<file path="src/hdl/thermal_control_one_consts.svh">
// constants for the thermal sensor control register block
// assumes the includer wants offsets, field positions and reset values only
`ifndef THERMAL_CONTROL_ONE_CONSTS_SVH
`define THERMAL_CONTROL_ONE_CONSTS_SVH
`define TC1_OFFSET        12'h0cd8
`define TC1_RESET         8'h00
`define TC1_POWER_BIT     7
`define TC1_AHYST_BIT     6
`define TC1_DHYST_MSB     5
`define TC1_DHYST_LSB     2
`define TC1_CMPSEL_BIT    1
`define TC1_SEM_BIT       0
`define TC1_LOCK_BIT      7
`endif

</file>
<file path="src/hdl/thermal_control_one_pkg.sv">
// types for the thermal sensor control register block
// assumes the constants header is included by users that need numbers
package thermal_control_one_pkg;
  typedef struct packed {
    logic       sensor_power_enable;
    logic       analog_hyst_enable;
    logic [3:0] digital_hyst_amount;
    logic       comparator_output_select;
    logic       sensor_claim_semaphore;
  } thermal_control_one_t;

  typedef struct packed {
    logic        rd;
    logic        wr;
    logic [11:0] addr;
    logic [7:0]  wdata;
  } reg_req_t;
endpackage

</file>
<file path="src/hdl/thermal_control_one.sv">
// thermal sensor control register one, with lockable fields and claim semaphore
// assumes a single-cycle register port on i_mclk from the host bridge
`timescale 1ns/100ps
`include "thermal_control_one_consts.svh"
module thermal_control_one (
  // clock and reset
  input  wire logic                                      i_mclk,
  input  wire logic                                      i_reset_n,
  input  wire logic                                      i_platform_reset_n,
  // register port
  input  wire thermal_control_one_pkg::reg_req_t         i_req,
  output logic [7:0]                                     o_rdata,
  output logic                                           o_rvalid,
  // lock from external lock register
  input  wire logic [7:0]                                i_thermal_lock_register,
  // sensor controls
  output thermal_control_one_pkg::thermal_control_one_t  o_ctrl,
  output logic                                           o_sensor_power_enable,
  output logic                                           o_analog_hyst_enable,
  output logic [3:0]                                     o_digital_hyst_amount,
  output logic                                           o_comparator_output_select
);
  import thermal_control_one_pkg::*;

  thermal_control_one_t ctrl_q, ctrl_d;
  logic [7:0]           rdata_q, rdata_d;
  logic                 rvalid_q, rvalid_d;
  logic                 hit, locked;

  assign hit    = (i_req.addr == `TC1_OFFSET);
  assign locked = i_thermal_lock_register[`TC1_LOCK_BIT];

  always_comb begin
    ctrl_d   = ctrl_q;
    rdata_d  = rdata_q;
    rvalid_d = 1'b0;
    if (i_req.rd) begin
      rvalid_d = 1'b1;
      rdata_d  = hit ? ctrl_q : 8'h00;
      // read returns old value, then claims
      if (hit) ctrl_d.sensor_claim_semaphore = 1'b1;
    end
    if (i_req.wr && hit) begin
      if (!locked) begin
        ctrl_d.sensor_power_enable      = i_req.wdata[`TC1_POWER_BIT];
        ctrl_d.comparator_output_select = i_req.wdata[`TC1_CMPSEL_BIT];
      end
      ctrl_d.analog_hyst_enable  = i_req.wdata[`TC1_AHYST_BIT];
      ctrl_d.digital_hyst_amount = i_req.wdata[`TC1_DHYST_MSB:`TC1_DHYST_LSB];
      if (i_req.wdata[`TC1_SEM_BIT]) ctrl_d.sensor_claim_semaphore = 1'b0;
    end
    if (!i_platform_reset_n) ctrl_d.sensor_claim_semaphore = 1'b0;
  end

  always_ff @(posedge i_mclk) begin
    if (!i_reset_n) begin
      ctrl_q   <= `TC1_RESET;
      rdata_q  <= 8'h00;
      rvalid_q <= 1'b0;
    end else begin
      ctrl_q   <= ctrl_d;
      rdata_q  <= rdata_d;
      rvalid_q <= rvalid_d;
    end
  end

  // semaphore has no field output of its own; it reaches o_ctrl, and o_rdata on a read
  assign o_ctrl                     = ctrl_q;
  assign o_sensor_power_enable      = ctrl_q.sensor_power_enable;
  assign o_analog_hyst_enable       = ctrl_q.analog_hyst_enable;
  assign o_digital_hyst_amount      = ctrl_q.digital_hyst_amount;
  assign o_comparator_output_select = ctrl_q.comparator_output_select;
  assign o_rdata                    = rdata_q;
  assign o_rvalid                   = rvalid_q;

  a_reset_zero: assert property (@(posedge i_mclk) !i_reset_n |=> ctrl_q == 8'h00)
    else $error("register not zero after reset");
  a_plt_clears: assert property (@(posedge i_mclk) disable iff (!i_reset_n)
    !i_platform_reset_n |=> !ctrl_q.sensor_claim_semaphore)
    else $error("semaphore survived platform reset");
  a_power_out: assert property (@(posedge i_mclk) disable iff (!i_reset_n)
    !(i_req.wr && hit && !locked) |=> $stable(o_sensor_power_enable))
    else $error("power enable mismatch");
  a_lock_holds: assert property (@(posedge i_mclk) disable iff (!i_reset_n)
    locked |=> $stable(ctrl_q.sensor_power_enable) && $stable(ctrl_q.comparator_output_select))
    else $error("locked field changed");
  a_ahyst_write: assert property (@(posedge i_mclk) disable iff (!i_reset_n)
    i_req.wr && hit |=> o_analog_hyst_enable == $past(i_req.wdata[6]))
    else $error("analog hysteresis not written");
  a_dhyst_write: assert property (@(posedge i_mclk) disable iff (!i_reset_n)
    i_req.wr && hit |=> o_digital_hyst_amount == $past(i_req.wdata[5:2]))
    else $error("digital hysteresis not written");
  a_cmp_write: assert property (@(posedge i_mclk) disable iff (!i_reset_n)
    i_req.wr && hit && !locked |=> o_comparator_output_select == $past(i_req.wdata[1]))
    else $error("comparator select not written");
  a_read_sets: assert property (@(posedge i_mclk) disable iff (!i_reset_n)
    i_req.rd && hit && !(i_req.wr && i_req.wdata[0]) && i_platform_reset_n
    |=> o_rvalid && ctrl_q.sensor_claim_semaphore)
    else $error("read did not set semaphore");
  a_w1c_sem: assert property (@(posedge i_mclk) disable iff (!i_reset_n)
    i_req.wr && hit && i_req.wdata[0] |=> !ctrl_q.sensor_claim_semaphore)
    else $error("write one did not clear semaphore");
endmodule // thermal_control_one

</file>
<file path="config.mk">
export PLATFORM = sky130hd
export DESIGN_NAME = thermal_control_one
export DESIGN_NICKNAME = d
export VERILOG_FILES = /design/src/hdl/thermal_control_one_pkg.sv /design/src/hdl/thermal_control_one.sv
export VERILOG_INCLUDE_DIRS = /design/src /design/src/hdl
export SDC_FILE = /design/constraint.sdc
export NUM_CORES = 1
export LEC_CHECK = 0
export BUFFER_PORTS_ARGS = -buffer_cell sky130_fd_sc_hd__buf_4
export CORE_MARGIN = 2
export CORE_UTILIZATION = 44
export DETAILED_ROUTE_END_ITERATION = 7
export PLACE_DENSITY = 0.81
export SKIP_CTS_REPAIR_TIMING = 1
export SYNTH_ARGS = -nofsm -noshare
export SYNTH_HDL_FRONTEND = slang
export SYNTH_SLANG_ARGS = --single-unit
</file>
<file path="constraint.sdc">
create_clock -name i_mclk -period 2.6 [get_ports i_mclk]
set_input_delay 0.39 -clock i_mclk [delete_from_list [all_inputs] [get_ports i_mclk]]
set_output_delay 0.39 -clock i_mclk [all_outputs]
set_load 0.05 [all_outputs]
</file>
==> flow_summary.toml <==
[outcome]
status = "finished, final reports clean"

[synthesis]
synth.distinct_cells = 20
synthTopCellsByCount = "dfxtp_1 (17), nand2_1 (14), and2_1 (9)"
synth_top_flop_cell = "dfxtp_1"
synth.most_common_cell = "dfxtp_1"
yosys_warnings = 0
synth-seq-cells = 17
yosysTopAreaCellShare_pct = 38.80
syn_avg_cell_area_um2 = 9.431
ys_seq_area_share_pct = 38.80
yosysTopAreaCell = "dfxtp_1"
async_flop_share_pct = 0
synth_edf_count = 0
synth_area_um2 = 877.1
synthesis.nets = 126
synth.area.top_cells = "dfxtp_1 (39%), mux2i_1 (8.0%), a21boi_0 (6.8%)"
syn_inst = 93

[grt]
grt_usage_pct = 15.50
grt_pass1_wl_um = 2877
overflow = 0
antenna_found_initial = 0
grt_pass1_vias = 682
grt_max_degree = 25

[cts]
worstSkewPairLatency_ps = 290
cts_buffers = 3
cts_tree = "built"
cts.clk_slew.worst_paths_ps = 80
cts_sinks = 17
cts-root-buf = "clkbuf_4"
htreeDepth = 1
ctsLongestPathBuffers = 2

[layout]
areaGrowthSynthToFinish_pct = 38.80
nFillCells = 192
nets = 167
fin_cells = 160
drive_gt1_share_pct = 42.11
antenna_cells = 0

[timing]
skew_ps = 2.857
fin_crit_sh_pct = 54.85
finalWorstSetupSlack_ps = 1174
rsz0062_at_grt = "no"
hold_viol = 0
period_needed_ps = 1426
tightest_slew_ps = 601.6
maxSlewViolCount = 0
slew_headroom_pct = 59.72
setup_tns_ps = 0
fmax_mhz = 701.2
setup_violations = 0

[floorplan]
core_area_mm2 = 0.001922
die_area_mm2 = 0.002366
die_h_um = 48.65
initial_core_util_pct = 45.64
boundaryPins = 57
die-width_um = 48.65
rows = 16

[power_and_ir_drop]
power_leakage_nw = 0.5773
ir_worst_vdd_uv = 294.0
powerDensity_mw_per_mm2 = 372.4

[hold_path]
hold_path_class = "primary input to flop"

[worst_setup_path]
arrival_ps = 1620
end_kind = "flop"
max_stage_delay_ps = 580
crit_type = "primary input to flop"
path_cells = "buf_4 > nor4b_4 > nand4_4 > o2111a_1"
worst_ep_required_time_ps = 2790
crit_buf_inv = 1
critPathLaunchType = "primary input"
path_max_fanout = 11
slowest_stage = "nor4b_4"
crit_family = "simple AND/OR/NAND/NOR gates"

[routing]
antenna_left = 0
wl_um = 1782
wl_per_cell_um = 11.14
vias = 753
drtPass1Iterations = 2
drtIter0Drc = 6
drc = 0
via_per_inst = 4.706

[placed_design]
place_inst = 156
gp_congestion = 0.7247
dp_slack_ps = 845.5
dp_hpwl_um = 1380
io_buffers = 49

[run]
maxCapViolations = 0
==> state kept, by name, indices dropped and copies added (netlist names) <==
register                    flops
o_digital_hyst_amount           4
o_rvalid                        1
o_comparator_output_select      1
o_analog_hyst_enable            1
o_rdata                         8
o_ctrl                          1
o_sensor_power_enable           1
==> report_power, final <==
part | internal [W] | leakage, nW | total (W) | switching (W)
logic | 0.0000326 | 0.425 | 0.0000551 | 0.0000225
registers | 0.000261 | 0.137 | 0.000261 | 0.000000179
clock network | 0.0000599 | 0.0150 | 0.000137 | 0.0000773
==> area by class of cell <==
class,count,area (µm²),share of cell area [%]
Multi-Input combinational cell,62,445.4,36.59
Tap cell,27,33.78,2.775
Timing Repair Buffer,49,367.9,30.22
Clock buffer,4,26.28,2.158
Inverter,1,3.754,0.3083
Sequential cell,17,340.3,27.95
==> layout by cell type, fill, tap and decap left out <==
| cell | Yosys | final |
|---|---|---|
| a21boi_0 | 8 | 8 |
| a41o_1 | 1 | 1 |
| and2_1 | 9 | 9 |
| and4_4 | 1 | 1 |
| and4b_1 | 1 | 1 |
| and4bb_2 | 1 | 1 |
| buf_4 | 8 | 49 |
| clkbuf_1 | 3 | 1 |
| clkbuf_4 | 0 | 3 |
| dfxtp_1 | 17 | 17 |
| inv_1 | 1 | 1 |
| mux2i_1 | 7 | 7 |
| nand2_1 | 14 | 14 |
| nand2b_1 | 8 | 8 |
| nand4_1 | 8 | 8 |
| nand4_4 | 1 | 1 |
| nor2b_1 | 1 | 1 |
| nor4b_4 | 1 | 1 |
| o2111a_1 | 1 | 1 |
==> final timing paths <==
check / slack, ps / endpoint / start / cells past startpoint
min reg2reg: 480 / o_rdata[5] / o_rdata[5] / 2
max: 1170 / o_ctrl[0] / i_req[9] / 4
max reg2reg: 1710 / o_rdata[6] / o_analog_hyst_enable / 3
min: 340 / o_ctrl[0] / i_platform_reset_n / 2
==> through the flow <==
step / hold slack [ps] / power [W] / area (µm²) / utilization (%)
global placement: 463.9 / 0.0003216 / 1191 / 61.98
floorplan: 528.8 / 0.0002893 / 877.1 / -
detailed placement: 471.8 / 0.0003226 / 1191 / 61.98
global route: 325.5 / 0.0004757 / 1217 / 63.35
finish: 338.8 / 0.0004533 / 1217 / 63.35
CTS: 332.9 / 0.0004590 / 1217 / 63.35
==> kinds of logic after synthesis <==
group / Yosys count / synth area share, %
simple gates: 45 / 33.52
buf+inv: 14 / 10.41
flops: 17 / 38.80
compound gates: 10 / 9.273
mux: 7 / 7.989
==> metal layers <==
layer  wire (µm)  vias to the layer above  GRT usage (%)
met2         945                       19          26.71
li1            -                      393              -
met4          17                        0          5.714
met5           0                        -              0
met3          78                        3          4.630
met1         740                      338          18.07
(Power assumes the default switching activity.)
